## config.mk

```make
export PLATFORM = sky130hd
export DESIGN_NAME = sscd_slot_ctrl
export DESIGN_NICKNAME = d
export VERILOG_FILES = /design/src/common/sscd_pkg.sv /design/src/common/sscd_deb_if.sv /design/src/sscd_slot_ctrl.sv /design/src/sscd_debounce.sv
export VERILOG_INCLUDE_DIRS = /design/src /design/src/common
export SDC_FILE = /design/constraint.sdc
export NUM_CORES = 1
export LEC_CHECK = 0
export ABC_CLOCK_PERIOD_IN_PS = 4000
export BUFFER_PORTS_ARGS = -buffer_cell sky130_fd_sc_hd__buf_2
export CORE_ASPECT_RATIO = 0.5
export CORE_MARGIN = 1.5
export CORE_UTILIZATION = 45
export DETAILED_ROUTE_END_ITERATION = 8
export PLACE_DENSITY = 0.64
export REMOVE_ABC_BUFFERS = 1
export SLEW_MARGIN = 20
export SYNTH_ARGS = -nofsm -noshare
export SYNTH_HDL_FRONTEND = slang
export SYNTH_HIERARCHICAL = 1
export SYNTH_SLANG_ARGS = --single-unit
```

## constraint.sdc

```tcl
create_clock -name i_clock -period 4 [get_ports i_clock]
set_input_delay 0.4 -clock i_clock [delete_from_list [all_inputs] [get_ports i_clock]]
set_output_delay 0.4 -clock i_clock [all_outputs]
set_load 0.05 [all_outputs]
```

## src/common/sscd_defines.svh

```systemverilog
// Offsets, field positions, reset values and timing counts of the slot control bank.
`ifndef SSCD_DEFINES_SVH
`define SSCD_DEFINES_SVH

// Register offsets on the internal register port.
`define SSCD_ADDR_SLOT_CTRL 8'h08
`define SSCD_ADDR_BATT_DEB 8'h0a
`define SSCD_ADDR_SDN_DEB 8'h0b
`define SSCD_ADDR_CLK_SEL 8'h0d

// Reset values.
`define SSCD_RST_SLOT_CTRL 8'h00
`define SSCD_RST_BATT_DEB 8'h04
`define SSCD_RST_SDN_DEB 8'h04
`define SSCD_RST_CLK_SEL 8'h00
`define SSCD_RST_RDATA 8'h00

// Field positions inside the slot control register; slot two adds the stride. The clock source bit is in the clock select register.
`define SSCD_SLOT_STRIDE 4
`define SSCD_BIT_REG_ON 0
`define SSCD_BIT_VSEL 1
`define SSCD_BIT_STATE_LO 2
`define SSCD_BIT_CLK_SRC 7

// Slot state codes.
`define SSCD_STATE_OFF 2'b00
`define SSCD_STATE_ISO 2'b01
`define SSCD_STATE_PWR 2'b10
`define SSCD_STATE_ACT 2'b11

// Timing: system clock and nominal 32 kHz timing clock periods.
`define SSCD_CLOCK_PERIOD_NS 100
`define SSCD_TIMING_PERIOD_NS 31250
`define SSCD_TICK_CYCLES (`SSCD_TIMING_PERIOD_NS / `SSCD_CLOCK_PERIOD_NS)

`endif

```

## src/common/sscd_pkg.sv

```systemverilog
// Types shared by the slot control bank and its debounce counter.
package sscd_pkg;

  // Decoded condition of one card slot, as reported in status.
  typedef enum logic [1:0] {
    SSCD_ST_DOWN = 2'b00,
    SSCD_ST_ISOLATED = 2'b01,
    SSCD_ST_POWERED = 2'b10,
    SSCD_ST_ACTIVE = 2'b11
  } sscd_slot_status_t;

  // Eight-bit register value.
  typedef logic [7:0] sscd_byte_t;

endpackage : sscd_pkg

```

## src/common/sscd_deb_if.sv

```systemverilog
// Carrier between the register bank and one debounce counter.
`timescale 1ns/1ps
interface sscd_deb_if;
  import sscd_pkg::*;
  logic tick; // One-cycle pulse per timing clock period.
  logic raw; // Synchronised input level.
  sscd_byte_t count; // Programmed debounce count.
  logic restart; // One-cycle pulse when the count register is written.
  logic stable; // Debounced level.

  modport ctrl (output tick, output raw, output count, output restart, input stable);
  modport deb (input tick, input raw, input count, input restart, output stable);
endinterface : sscd_deb_if

```

## src/sscd_slot_ctrl.sv

```systemverilog
// Slot power and state control registers with debounce counters and timing clock select.
//
// Notes on behaviour
// - Regulator bit powers slot LDO, releases pull-down.
// - Voltage bit picks 1.8 V or 2.95 V.
// - State 00: off pull-downs or totem pull-down.
// - State 01 isolates, outputs latched, totem driven.
// - State 11 active, card outputs follow host.
// - State and regulator bits stay independent.
// - Battery debounce count; zero means no debounce.
// - Shutdown debounce count; zero means bypass.
// - Writing count restarts a running counter.
// - New count acts within one timing tick.
// - Clock bit 7 selects internal or external.
// - Status shows powered down whenever regulator off.
// - Battery absent only after debounce expires.
`timescale 1ns/1ps
`include "sscd_defines.svh"
module sscd_slot_ctrl #(
  parameter int TICK_CYCLES = `SSCD_TICK_CYCLES // System cycles per internal timing tick.
) (
  // Clock and reset.
  input wire logic i_clock,
  input wire logic i_arst_n,
  // Internal register port, driven by the serial control slave.
  input wire logic i_reg_wr_en,
  input wire logic i_reg_rd_en,
  input wire logic [7:0] i_reg_addr,
  input wire sscd_pkg::sscd_byte_t i_reg_wdata,
  output logic [7:0] o_reg_rdata,
  output logic o_reg_rd_valid,
  // Pins from outside the clock domain.
  input wire logic i_ext_timing_clock,
  input wire logic i_battery_presence_input,
  input wire logic i_shutdown_input,
  input wire logic i_host_card_reset,
  input wire logic i_host_card_clock,
  // Per-slot regulator controls; index 0 is card_slot_one, index 1 card_slot_two.
  output logic [1:0] o_ldo_enable,
  output logic [1:0] o_ldo_out_pulldown,
  output logic [1:0] o_ldo_volt_high,
  // Per-slot interface stage controls.
  output logic [1:0] o_if_pulldown_resistor,
  output logic [1:0] o_if_totem_drive,
  output sscd_pkg::sscd_slot_status_t o_card_slot_one_status,
  output sscd_pkg::sscd_slot_status_t o_card_slot_two_status,
  // Card-side outputs.
  output logic [1:0] o_card_reset,
  output logic [1:0] o_card_clock,
  // Debounced detection results.
  output logic o_battery_absent,
  output logic o_shutdown_level
);
  import sscd_pkg::*;

  // Register state.
  sscd_byte_t slot_ctrl_r; // Slot power and state control.
  sscd_byte_t slot_ctrl_nxt;
  sscd_byte_t batt_deb_r; // Battery presence debounce count.
  sscd_byte_t batt_deb_nxt;
  sscd_byte_t sdn_deb_r; // Shutdown input debounce count.
  sscd_byte_t sdn_deb_nxt;
  sscd_byte_t clk_sel_r; // Timing clock source; low bits reserved.
  sscd_byte_t clk_sel_nxt;
  logic [7:0] rdata_r; // Read data held until the next read.
  logic [7:0] rdata_nxt;
  logic rd_valid_r; // One-cycle read answer.
  logic rd_valid_nxt;
  logic batt_restart; // Write strobe to the battery count.
  logic sdn_restart; // Write strobe to the shutdown count.

  // Pin synchronisers: three stages; filtered level moves when stages two and three agree.
  logic [2:0] ext_sync_r;
  logic [2:0] batt_sync_r;
  logic [2:0] sdn_sync_r;
  logic [2:0] hrst_sync_r;
  logic [2:0] hclk_sync_r;
  logic [4:0] filt_r; // Filtered levels: ext, batt, sdn, hrst, hclk.
  logic [4:0] filt_nxt;
  logic ext_level_d_r; // Previous filtered external clock, for edge detection.

  // Timing tick generation.
  logic [15:0] div_r; // Internal divider count.
  logic [15:0] div_nxt;
  logic int_tick; // Internal timing tick.
  logic ext_tick; // External clock rising edge.
  logic timing_tick; // Selected timing tick.

  // Register writes; every written bit is stored as given, state 10 included.
  always_comb begin
    slot_ctrl_nxt = slot_ctrl_r;
    batt_deb_nxt = batt_deb_r;
    sdn_deb_nxt = sdn_deb_r;
    clk_sel_nxt = clk_sel_r;
    batt_restart = 1'b0;
    sdn_restart = 1'b0;
    if (i_reg_wr_en) begin
      if (i_reg_addr == `SSCD_ADDR_SLOT_CTRL) begin
        // Stored verbatim: no hardware block on state 10.
        slot_ctrl_nxt = i_reg_wdata;
      end else if (i_reg_addr == `SSCD_ADDR_BATT_DEB) begin
        batt_deb_nxt = i_reg_wdata;
        batt_restart = 1'b1;
      end else if (i_reg_addr == `SSCD_ADDR_SDN_DEB) begin
        sdn_deb_nxt = i_reg_wdata;
        sdn_restart = 1'b1;
      end else if (i_reg_addr == `SSCD_ADDR_CLK_SEL) begin
        clk_sel_nxt = i_reg_wdata; // Reserved bits kept as plain storage.
      end
    end
  end

  // Reads answer one cycle later; unmapped offsets read as zero.
  always_comb begin
    rdata_nxt = rdata_r;
    rd_valid_nxt = i_reg_rd_en;
    if (i_reg_rd_en) begin
      if (i_reg_addr == `SSCD_ADDR_SLOT_CTRL) begin
        rdata_nxt = slot_ctrl_r;
      end else if (i_reg_addr == `SSCD_ADDR_BATT_DEB) begin
        rdata_nxt = batt_deb_r;
      end else if (i_reg_addr == `SSCD_ADDR_SDN_DEB) begin
        rdata_nxt = sdn_deb_r;
      end else if (i_reg_addr == `SSCD_ADDR_CLK_SEL) begin
        rdata_nxt = clk_sel_r;
      end else begin
        rdata_nxt = `SSCD_RST_RDATA;
      end
    end
  end

  // Register bank flip-flops.
  always_ff @(posedge i_clock or negedge i_arst_n) begin
    if (!i_arst_n) begin
      slot_ctrl_r <= `SSCD_RST_SLOT_CTRL;
      batt_deb_r <= `SSCD_RST_BATT_DEB;
      sdn_deb_r <= `SSCD_RST_SDN_DEB;
      clk_sel_r <= `SSCD_RST_CLK_SEL;
      rdata_r <= `SSCD_RST_RDATA;
      rd_valid_r <= 1'b0;
    end else begin
      slot_ctrl_r <= slot_ctrl_nxt;
      batt_deb_r <= batt_deb_nxt;
      sdn_deb_r <= sdn_deb_nxt;
      clk_sel_r <= clk_sel_nxt;
      rdata_r <= rdata_nxt;
      rd_valid_r <= rd_valid_nxt;
    end
  end

  assign o_reg_rdata = rdata_r;
  assign o_reg_rd_valid = rd_valid_r;

  // Filtered levels follow stage three only when stages two and three agree.
  always_comb begin
    filt_nxt = filt_r;
    if (ext_sync_r[1] == ext_sync_r[2]) begin
      filt_nxt[4] = ext_sync_r[2];
    end
    if (batt_sync_r[1] == batt_sync_r[2]) begin
      filt_nxt[3] = batt_sync_r[2];
    end
    if (sdn_sync_r[1] == sdn_sync_r[2]) begin
      filt_nxt[2] = sdn_sync_r[2];
    end
    if (hrst_sync_r[1] == hrst_sync_r[2]) begin
      filt_nxt[1] = hrst_sync_r[2];
    end
    if (hclk_sync_r[1] == hclk_sync_r[2]) begin
      filt_nxt[0] = hclk_sync_r[2];
    end
  end

  // Synchroniser chains; stage one feeds only stage two.
  always_ff @(posedge i_clock or negedge i_arst_n) begin
    if (!i_arst_n) begin
      ext_sync_r <= 3'h0;
      batt_sync_r <= 3'h7;
      sdn_sync_r <= 3'h0;
      hrst_sync_r <= 3'h0;
      hclk_sync_r <= 3'h0;
      filt_r <= 5'h08;
      ext_level_d_r <= 1'b0;
    end else begin
      ext_sync_r <= {ext_sync_r[1:0], i_ext_timing_clock};
      batt_sync_r <= {batt_sync_r[1:0], i_battery_presence_input};
      sdn_sync_r <= {sdn_sync_r[1:0], i_shutdown_input};
      hrst_sync_r <= {hrst_sync_r[1:0], i_host_card_reset};
      hclk_sync_r <= {hclk_sync_r[1:0], i_host_card_clock};
      filt_r <= filt_nxt;
      ext_level_d_r <= filt_r[4];
    end
  end

  // Internal timing divider; stands in for the on-chip 32 kHz source.
  always_comb begin
    int_tick = (div_r == 16'(TICK_CYCLES - 1));
    div_nxt = int_tick ? 16'h0000 : div_r + 16'h0001;
  end

  always_ff @(posedge i_clock or negedge i_arst_n) begin
    if (!i_arst_n) begin
      div_r <= 16'h0000;
    end else begin
      div_r <= div_nxt;
    end
  end

  // Source select: internal divider at 0, external pin edges at 1.
  assign ext_tick = filt_r[4] & ~ext_level_d_r;
  assign timing_tick = clk_sel_r[`SSCD_BIT_CLK_SRC] ? ext_tick : int_tick;

  // Debounce counters for battery presence and shutdown.
  sscd_deb_if batt_if ();
  sscd_deb_if sdn_if ();

  assign batt_if.tick = timing_tick;
  assign batt_if.raw = filt_r[3];
  assign batt_if.count = batt_deb_r;
  assign batt_if.restart = batt_restart;
  assign sdn_if.tick = timing_tick;
  assign sdn_if.raw = filt_r[2];
  assign sdn_if.count = sdn_deb_r;
  assign sdn_if.restart = sdn_restart;

  sscd_debounce #(.RESET_LEVEL(1'b1)) u_batt_deb (
    .i_clock(i_clock),
    .i_arst_n(i_arst_n),
    .deb(batt_if)
  );

  sscd_debounce #(.RESET_LEVEL(1'b0)) u_sdn_deb (
    .i_clock(i_clock),
    .i_arst_n(i_arst_n),
    .deb(sdn_if)
  );

  // Battery absence is reported only from the debounced level.
  assign o_battery_absent = ~batt_if.stable;
  assign o_shutdown_level = sdn_if.stable;

  // Per-slot decode and card-side output stage.
  sscd_slot_status_t slot_status [1:0];

  for (genvar s = 0; s < 2; s++) begin : g_slot
    logic reg_on; // Regulator enable bit of this slot.
    logic [1:0] st; // Written state field of this slot.
    logic [1:0] card_r; // Card reset and clock outputs.
    logic [1:0] card_nxt;

    assign reg_on = slot_ctrl_r[s * `SSCD_SLOT_STRIDE + `SSCD_BIT_REG_ON];
    assign st = slot_ctrl_r[s * `SSCD_SLOT_STRIDE + `SSCD_BIT_STATE_LO +: 2];

    // Regulator on/off and output pull-down release.
    assign o_ldo_enable[s] = reg_on;
    assign o_ldo_out_pulldown[s] = ~reg_on;
    // Output voltage select: 0 low, 1 high.
    assign o_ldo_volt_high[s] = slot_ctrl_r[s * `SSCD_SLOT_STRIDE + `SSCD_BIT_VSEL];

    // Status merges the state field with the regulator bit; code 00 with the regulator
    // on is reported as powered, since only the totem stage pulls the lines low.
    assign slot_status[s] = !reg_on ? SSCD_ST_DOWN
                            : (st == `SSCD_STATE_OFF) ? SSCD_ST_POWERED
                            : sscd_slot_status_t'(st);

    // Pull-down resistors only while the regulator is off, or in the forbidden
    // powered code; code 00 with the regulator on relies on the totem stage instead.
    assign o_if_pulldown_resistor[s] = !reg_on
                                       || (st == `SSCD_STATE_PWR);
    // Totem stage drives in isolated-low, isolated-latched and active.
    assign o_if_totem_drive[s] = reg_on && (st != `SSCD_STATE_PWR);

    // Card-side output values per slot condition.
    always_comb begin
      card_nxt = card_r;
      if (!reg_on || st == `SSCD_STATE_OFF || st == `SSCD_STATE_PWR) begin
        // Powered down or isolated with pull-down: outputs low.
        card_nxt = 2'b00;
      end else if (st == `SSCD_STATE_ACT) begin
        // Active: outputs track the host-side inputs.
        card_nxt = filt_r[1:0];
      end else begin
        // Isolated: hold the last level.
        card_nxt = card_r;
      end
    end

    always_ff @(posedge i_clock or negedge i_arst_n) begin
      if (!i_arst_n) begin
        card_r <= 2'b00;
      end else begin
        card_r <= card_nxt;
      end
    end

    assign o_card_reset[s] = card_r[1];
    assign o_card_clock[s] = card_r[0];
  end

  assign o_card_slot_one_status = slot_status[0];
  assign o_card_slot_two_status = slot_status[1];

endmodule : sscd_slot_ctrl

```

## src/sscd_debounce.sv

```systemverilog
// Debounce counter for one slow input, stepped by the timing clock tick.
`timescale 1ns/1ps
module sscd_debounce #(
  parameter logic RESET_LEVEL = 1'b1 // Level assumed before the first sample.
) (
  // Clock and reset.
  input wire logic i_clock,
  input wire logic i_arst_n,
  // Link to the register bank.
  sscd_deb_if.deb deb
);
  import sscd_pkg::*;

  sscd_byte_t cnt_r; // Timing ticks seen while the input differs.
  sscd_byte_t cnt_nxt;
  logic stable_r; // Declared level.
  logic stable_nxt;

  // Next-state logic; the live count is compared, so a new value acts at once.
  always_comb begin
    cnt_nxt = cnt_r;
    stable_nxt = stable_r;
    if (deb.count == 8'h00) begin
      // A zero count passes the input straight through.
      stable_nxt = deb.raw;
      cnt_nxt = 8'h00;
    end else if (deb.raw == stable_r) begin
      // The input reverted, so the run is abandoned.
      cnt_nxt = 8'h00;
    end else if (deb.restart) begin
      // A count write during a run starts it again with the new value.
      cnt_nxt = 8'h00;
    end else if (deb.tick) begin
      if ({1'b0, cnt_r} + 9'h001 >= {1'b0, deb.count}) begin
        // Count reached: the new level is declared.
        stable_nxt = deb.raw;
        cnt_nxt = 8'h00;
      end else begin
        cnt_nxt = cnt_r + 8'h01;
      end
    end
  end

  // State registers.
  always_ff @(posedge i_clock or negedge i_arst_n) begin
    if (!i_arst_n) begin
      cnt_r <= 8'h00;
      stable_r <= RESET_LEVEL;
    end else begin
      cnt_r <= cnt_nxt;
      stable_r <= stable_nxt;
    end
  end

  assign deb.stable = stable_r;

endmodule : sscd_debounce

```

==> results of run 1 <==
==> through the flow <==
stage	worst slack [ps]	std cells	area, sq um
3_3_place_gp	1050	650	5470
2_1_floorplan	1250	449	5000
3_5_place_dp	1010	650	5470
6_report	975	667	5770
5_1_grt	810	667	5770
4_1_cts	995	667	5770
==> cell type report <==
cell class,instances,area [sq um],area share
Sequential cell,100,2510,0.435
Multi-Input combinational cell,318,2370,0.412
Timing Repair Buffer,57,300,0.0521
Clock buffer,11,243,0.0421
Tap cell,145,181,0.0315
Inverter,31,116,0.0202
Clock inverter,5,41.3,0.00716
==> flip-flops by register name, summed over array words and instances, names as in the netlist, 4 cells and up <==
name / cells
o_reg_rdata: 8
filt_r: 5
u_batt_deb/cnt_r: 8
u_sdn_deb/cnt_r: 8
clk_sel_r: 8
batt_deb_r: 8
sdn_deb_r: 8
g_slot.card_r: 4
div_r: 16
slot_ctrl_r: 8
==> critical path: stages (launching register included) <==
cell	delay, ps
dfrtp_1	440
ha_1	260
nand3_1	190
or2_2	370
xnor2_1	170
ha_1	270
nand3_1	150
a2bb2oi_1	260
o311ai_2	230
o21ai_0	250
mux2_2	360
==> worst max-delay path by stage <==
stage                     cells after the start                       startpoint  slack [ps]                           endpoint
final                                        10  u_batt_deb/cnt_r[0]$_DFFE_PN0P_         980  u_batt_deb/deb.stable$_DFFE_PN1P_
after CTS                                    10  u_batt_deb/cnt_r[0]$_DFFE_PN0P_         990  u_batt_deb/deb.stable$_DFFE_PN1P_
after detailed placement                     10  u_batt_deb/cnt_r[0]$_DFFE_PN0P_        1010  u_batt_deb/deb.stable$_DFFE_PN1P_
after global placement                        7              div_r[11]$_DFF_PN0_        1050     u_sdn_deb/cnt_r[5]$_DFFE_PN0P_
after floorplan                              10   u_sdn_deb/cnt_r[0]$_DFFE_PN0P_        1250   u_sdn_deb/deb.stable$_DFFE_PN0P_
after global routing                         10   u_sdn_deb/cnt_r[0]$_DFFE_PN0P_         810   u_sdn_deb/deb.stable$_DFFE_PN0P_
==> cells in the final DEF, fill, tap and decap left out, drive strengths merged, types with 2 or more instances in the layout <==
master   count
mux2        31
or4          2
and3         7
buf         56
and4         2
a31oi       13
nor2b       12
clkbuf      11
o22ai        2
o21ai       22
mux2i        4
a211oi       2
xor2        18
or3          4
a32o         8
a41o         2
a2111oi      2
nand3       16
o311a        2
maj3         5
xnor2       10
o31ai        6
o311ai       2
nand2       38
nor4         9
a21o        12
nand4        5
or2          2
dfrtp       93
a21oi       16
nor2        24
inv         34
a2bb2oi      2
nor3        11
dfstp        7
nand2b       5
ha          19
==> metal layers <==
layer	track usage	wire length [um]
met5	0	0
met1	0.277	5460
met4	0.0520	112
met2	0.296	4750
met3	0.0392	374
==> where the power goes <==
| group | internal (W) | switching (W) | leakage, nW | total (W) |
|---|---|---|---|---|
| Clock | 0.000447 | 0.000380 | 0.138 | 0.000827 |
| Combinational | 0.000114 | 0.000263 | 1.38 | 0.000378 |
| Sequential | 0.00106 | 0.0000359 | 1.29 | 0.00109 |
| Total | 0.00162 | 0.000679 | 2.81 | 0.00230 |
==> cell families (layout without fill, tap and decap cells) <==
logic type | after synthesis | in the layout
AO/OA/AOI/OAI | 92 | 92
adder cells (fa/ha/maj) | 24 | 24
AND/OR/NAND/NOR | 139 | 139
XOR/XNOR | 28 | 28
flip-flops | 100 | 100
multiplexers | 35 | 35
buffers and inverters | 40 | 104
==> flow_summary.yaml, run 1 <==
status:
  status: "finished, final reports clean"
sta:
  fin_setup_tns_ps: 0
  hold_viol_final: 0
  worstMarginPinSlew_ps: 696
  fmax_mhz: 331
  min_period_ps: 3020
  whs_ps: 156
  skew_ps: 7.45
  finalCritPeriodShare: 0.756
  slew_headroom: 0.535
  rsz0062_at_grt: "false"
  setup_viol_count_final: 0
  slew_violations: 0
cells_and_area:
  area_growth_pct: 13.9
  final_util: 0.525
  final_nets: 561
  drive_above_1_share: 0.266
  n_antenna_cell: 0
  nFillCells: 961
synth:
  synthSimpleGateAreaFrac: 0.159
  synth_edf_count: 0
  ys_seq_elements: 100
  syn_area_sq_um: 5060
  yosysWarnings: 6
  synth.avg_cell_area_sq_um: 11.1
  synth.area.top_cells: "dfrtp_1, mux2_2, ha_1, dfstp_2, xor2_1"
  synth_ff_type: "dfrtp_1"
  synthMuxAreaShare: 0.0768
  synth_cell_type_count: 53
  synth-xor-area-share: 0.0484
  yosysTopAreaCell: "dfrtp_1"
  synth_common_cells: "dfrtp_1, nand2_1, inv_1, mux2_2, nor2_1"
  synth_compound_area_frac: 0.128
  synth-seq-area-share: 0.496
  synth-adder-area-share: 0.0568
  yosysMostFrequentCell: "dfrtp_1"
  synth_top_family_by_area: "simple AND/OR/NAND/NOR gates"
  syn_inst: 458
  synth_top_area_frac: 0.460
  async_flop_share: 1.00
worst_hold_path:
  min_from: "i_battery_presence_input"
  worstHoldPathType: "primary input to register"
  holdPathEnd: "batt_sync_r[0]$_DFF_PN1_"
  min_path_cells: 1
drt:
  firstDrtPassIters: 4
  routed_wl_mm: 10.7
  viasPerCell: 5.49
  wl_per_cell_um: 16.0
  drt_iter0_markers: 196
  drc: 0
  vias: 3660
  antenna_left: 0
grt:
  grt_pass1_vias: 3520
  grt_pass1_wl_mm: 18.1
  grt_max_degree: 38
  grt_util_all_layers: 0.192
  overflow: 0
  antenna_found_initial: 0
setup_path:
  start_kind: "register"
  required_ps: 4270
  crit_path_end_kind: "register"
  regToRegSetupSlack_ps: 980
  cp_max_fo: 6
  cp.arrival_ps: 3290
  critPathKind: "register to register"
  regToRegStartpoint: "u_batt_deb/cnt_r[0]$_DFFE_PN0P_"
  r2r-end: "u_batt_deb/deb.stable$_DFFE_PN1P_"
  r2r_cells: 10
floorplan:
  ios: 54
  core-area_sq_um: 11000
  start_util: 0.461
  die_area_sq_um: 11900
  rows: 27
  die-width_um: 153
  fp.dieH_um: 78.0
clocking:
  clk_pin_slew_ps: 70
  post_cts_buffers: 0
  insertion_delay_ps: 340
  clock_path_buffers: 2
  cts-resized-gates: 0
  h-tree-depth: 3
  ctsHoldBuffers: 1
  cts_buffers: 9
  clock-sinks: 100
  clockRootBuffer: "clkbuf_16"
  cts_tree: "yes"
job:
  drv_cap: 0
place:
  io_buffers: 53
  gp_congestion: 0.893
  hpwlAfterDp_mm: 7.78
pwr:
  ir_drop_mv: 0.264
  design_power_total_w: 0.00230
  p_leak_nw: 2.81
  power.density_nw_per_um2: 398
Power figures use the tool's default switching activity.
==> run 2, diff against run 1 <==
- ABC_CLOCK_PERIOD_IN_PS: 4000 -> 2600
- PLACE_DENSITY: 0.64 -> 0.66
- clock period: 4 -> 2.6 ns (I/O delays scaled with it)
==> run 2 against run 1 <==
- die area did not move
- via count rose by 3.3%
- count of clock-buffer cells in the layout shrank 2
- core utilization increased by 5.3 points
- largest power group unchanged
==> flow_summary.yaml, run 2 (same netlist as run 1, synthesis figures left out) <==
status:
  status: "finished, final reports clean"
drt:
  antenna_left: 0
  wl_per_cell_um: 16.6
  vias: 3781
  drc: 0
  drt_iter0_markers: 249
  firstDrtPassIters: 5
  routed_wl_mm: 11.7
  viasPerCell: 5.33
grt:
  grt_pass1_vias: 3763
  overflow: 0
  antenna_found_initial: 0
  grt_util_all_layers: 0.209
  grt_pass1_wl_mm: 19.4
  grt_max_degree: 41
cells_and_area:
  area_growth_pct: 25.4
  regMostFlops: "div_r"
  mostFrequentLayoutCells: "dfrtp_1, buf_2, buf_4"
  final_nets: 603
  largest_register_ffs: 16
  drive_above_1_share: 0.353
  layout.cells.most_common: "dfrtp_1"
  n_antenna_cell: 0
clocking:
  cts_tree: "yes"
  cts_buffers: 9
  clk_pin_slew_ps: 70
  h-tree-depth: 3
  clock-sinks: 100
  clock_path_buffers: 2
  clockRootBuffer: "clkbuf_16"
  insertion_delay_ps: 350
place:
  hpwlAfterDp_mm: 8.44
  io_buffers: 53
  gp_congestion: 0.870
setup_path:
  cp_max_fo: 5
  path_cells: "buf_4 > nand3_2 > nor2_4 > and3_4 > xor2_2 > ha_1 > nand3_2 > buf_4 > o311ai_4 > buf_6 > o31ai_1 > a21o_2"
  critPathKind: "register to register"
  slowest_delay_ps: 390
  required_ps: 2850
  cp_num_buf_inv: 3
  crit_path_end_kind: "register"
  cp_top_family: "compound AO/OA/AOI/OAI gates"
  cp_slowest_cell: "dfrtp_1"
  start_kind: "register"
  cp.arrival_ps: 2800
floorplan:
  ios: 54
  start_util: 0.461
  rows: 27
  fp.dieH_um: 78.0
  die-width_um: 153
  die_area_sq_um: 11900
  core-area_sq_um: 11000
sta:
  skew_ps: 11.3
  min_period_ps: 2550
  worstMarginPinSlew_ps: 816
  setup_viol_count_final: 0
  rsz0062_at_grt: "true"
  fmax_mhz: 392
  slew_headroom: 0.452
  finalCritPeriodShare: 0.980
  slew_violations: 0
  fin_setup_tns_ps: 0
  hold_viol_final: 0
job:
  drv_cap: 0
worst_hold_path:
  worstHoldPathType: "primary input to register"
pwr:
  power.density_nw_per_um2: 593
  design_power_total_w: 0.00376
  p_leak_nw: 3.07
  ir_drop_mv: 0.349
run 2: final cells by class:
class	instances	area (sq um)
well taps	145	181
fillers	896	4630
clock inverters	7	98.8
repair buffers	99	633
clock buffers	9	225
multi-input cells	318	2580
inverters	31	116
flip-flops and latches	100	2510
run 2: through the flow:
stage | hold slack (ps) | util | cell area, sq um | instances | setup slack, ps
floorplan | -35.6 | - | 5000 | 449 | -147
CTS | 1.77 | 0.557 | 6110 | 704 | 10.2
global placement | 259 | 0.522 | 5730 | 684 | 3.01
detailed placement | 261 | 0.522 | 5730 | 684 | -82.8
global route | 2.39 | 0.578 | 6350 | 709 | -53.8
finish | 16.8 | 0.578 | 6350 | 709 | 50.8
run 2: path summary, 6_finish.rpt:
check / start / endpoint / slack (ps) / depth (start not counted)
max: u_batt_deb/cnt_r[1]$_DFFE_PN0P_ / u_batt_deb/cnt_r[2]$_DFFE_PN0P_ / 50 / 12
min: i_shutdown_input / sdn_sync_r[0]$_DFF_PN0_ / 20 / 1
max reg2reg: u_batt_deb/cnt_r[1]$_DFFE_PN0P_ / u_batt_deb/cnt_r[2]$_DFFE_PN0P_ / 50 / 12
min reg2reg: sdn_sync_r[0]$_DFF_PN0_ / sdn_sync_r[1]$_DFF_PN0_ / 350 / 0
max in group asynchronous: i_arst_n / batt_sync_r[2]$_DFF_PN1_ / 1440 / 3
min in group asynchronous: i_arst_n / u_batt_deb/cnt_r[7]$_DFFE_PN0P_ / 410 / 2
run 2: metal layers:
metal  global-route usage  share of wire  vias to the layer above
met4               0.0382         0.0089                        0
li1                     -              -                     1856
met1                0.291           0.50                     1842
met5                    0              0                        -
met3               0.0525          0.035                       13
met2                0.335           0.46                       70
run 2: timing repair:
item	4_1_cts	5_1_grt
setup buffers	0	4
resized for setup	4	31
endpoints found under the setup margin	4	16
hold endpoints to repair	38	1
pin swaps	1	7
hold buffers	4	1
gates cloned	0	0
run 2: where the power goes:
group          switching (W)  internal, W
logic               0.000443     0.000220
registers          0.0000554      0.00162
clock network       0.000648     0.000773
total                0.00115      0.00262
run 2: worst reg2reg max path: cells and delay by family (launching register included):
family	cells	cell delay, ps
fa+ha+maj	1	370
buf+inv	3	470
compound gates	3	550
flops	1	390
xor+xnor	1	150
simple gates	4	500
==> run 3, diff against run 2 <==
- BUFFER_PORTS_ARGS: -buffer_cell sky130_fd_sc_hd__buf_2 -> -buffer_cell sky130_fd_sc_hd__buf_4
- PLACE_DENSITY: 0.66 -> not set
- PLACE_DENSITY_LB_ADDON: not set -> 0.12
==> run 3 against run 2 <==
- cell count down 0.28%
- count of clock-buffer cells in the layout is the same
- via count grew 1.7%
- core utilization rose by 0.57 points
- largest cell class unchanged
==> flow_summary.yaml, run 3 (same netlist as run 1, synthesis figures left out) <==
place:
  pre_cts_slack_ps: -40.8
  gp_congestion: 0.880
  dpl-instance-area_sq_um: 5870
  hpwlAfterDp_mm: 8.52
  io_buffers: 53
setup_path:
  slowest_delay_ps: 360
  cpMostUsedCell: "a21o_1"
  path_cells: "ha_2 > nand3_1 > or2_4 > xnor2_2 > ha_1 > a21o_1 > a2bb2oi_4 > o311ai_4 > buf_4 > a2111oi_4 > a21o_1"
  cp_max_fo: 3
  cp_num_buf_inv: 1
  start_kind: "register"
  cp.arrival_ps: 2860
  cp_slowest_cell: "dfrtp_1"
  cp_top_family: "compound AO/OA/AOI/OAI gates"
  required_ps: 2890
  crit_path_end_kind: "register"
  critPathKind: "register to register"
clocking:
  h-tree-depth: 3
  insertion_delay_ps: 350
  clock_path_buffers: 2
  clk_pin_slew_ps: 70
  clockRootBuffer: "clkbuf_16"
  cts_buffers: 9
  clock-sinks: 100
  cts_tree: "yes"
drt:
  wl_per_cell_um: 16.9
  vias: 3844
  routed_wl_mm: 11.9
  antenna_left: 0
  drc: 0
  viasPerCell: 5.44
  drt_iter0_markers: 197
  firstDrtPassIters: 4
grt:
  grt_util_all_layers: 0.206
  antenna_found_initial: 0
  overflow: 0
  grt_max_degree: 48
  grt_pass1_wl_mm: 19.2
  grt_pass1_vias: 3652
worst_hold_path:
  worstHoldPathType: "primary input to register"
floorplan:
  die_area_sq_um: 11900
  rows: 27
  ios: 54
  start_util: 0.461
  core-area_sq_um: 11000
  fp.dieH_um: 78.0
  die-width_um: 153
sta:
  fin_setup_tns_ps: 0
  hold_viol_final: 0
  skew_ps: 10.1
  setup_viol_count_final: 0
  slew_headroom: 0.502
  rsz0062_at_grt: "true"
  min_period_ps: 2570
  fin_ws_ps: 28.2
  finalCritPeriodShare: 0.989
  worstMarginPinSlew_ps: 742
  fmax_mhz: 389
  slew_violations: 0
cells_and_area:
  drive_above_1_share: 0.354
  largest_register_ffs: 16
  area_growth_pct: 26.6
  final_area_sq_um: 6410
  regMostFlops: "div_r"
  final_nets: 601
  mostFrequentLayoutCells: "buf_4, dfrtp_1, nand2_1"
  layout.cells.most_common: "buf_4"
  n_antenna_cell: 0
  final_util: 0.584
pwr:
  design_power_total_w: 0.00369
  p_leak_nw: 3.08
  ir_drop_mv: 0.376
  power.density_nw_per_um2: 576
job:
  drv_cap: 0
status:
  status: "finished, final reports clean"
## run 3: cell count changes in the layout (fill, tap and decap cells not counted), sizes merged
cell and delta:
clkinv -1, inv +2, buf -2, bufinv -1
## run 3: routing by layer
layer,GRT usage,part of all wire
met5,0,0
met4,0.0549,0.0088
met3,0.0469,0.042
met2,0.311,0.45
met1,0.299,0.50
## run 3: cell type report
cell class              instances  area [sq um]
well taps                     145           181
inverters                      31           116
clock inverters                 7          68.8
flip-flops and latches        100          2510
repair buffers                 97           744
fillers                       932          4570
clock buffers                   9           225
multi-input cells             318          2560
## run 3: path summary, 6_finish.rpt
kind | startpoint | endpoint | slack (ps) | cells after the start
setup / recovery | u_batt_deb/cnt_r[0]$_DFFE_PN0P_ | u_batt_deb/cnt_r[5]$_DFFE_PN0P_ | 30 | 11
hold / removal | i_shutdown_input | sdn_sync_r[0]$_DFF_PN0_ | 20 | 1
setup reg to reg | u_batt_deb/cnt_r[0]$_DFFE_PN0P_ | u_batt_deb/cnt_r[5]$_DFFE_PN0P_ | 30 | 11
hold reg to reg | sdn_sync_r[0]$_DFF_PN0_ | sdn_sync_r[1]$_DFF_PN0_ | 360 | 0
max in group asynchronous | i_arst_n | batt_sync_r[2]$_DFF_PN1_ | 1400 | 3
min in group asynchronous | i_arst_n | u_batt_deb/cnt_r[2]$_DFFE_PN0P_ | 460 | 2
## run 3: timing repair
action,CTS,global route
hold endpoints to repair,42,3
setup endpoints to repair,2,16
resized for setup,3,30
hold buffers,2,3
pin swaps,1,8
setup buffers,0,1
## run 3: worst register-to-register path: stages, from the launching register on
cell and delay (ps):
dfrtp_1 360, ha_2 200, nand3_1 100, or2_4 280
xnor2_2 150, ha_1 330, a21o_1 200, a2bb2oi_4 170
o311ai_4 130, buf_4 180, a2111oi_4 310, a21o_1 120
## run 3: metrics by stage
step,hold slack (ps),instances
final,20.0,707
after global placement,301,685
after global routing,2.78,707
after detailed placement,301,685
after CTS,0.0166,703
after floorplan,-35.6,449
## run 3: where the power goes
part	leakage, nW	switching, W	total, W	internal (W)
registers	1.29	0.0000560	0.00168	0.00162
clock network	0.143	0.000647	0.00132	0.000675
logic	1.65	0.000443	0.000692	0.000248
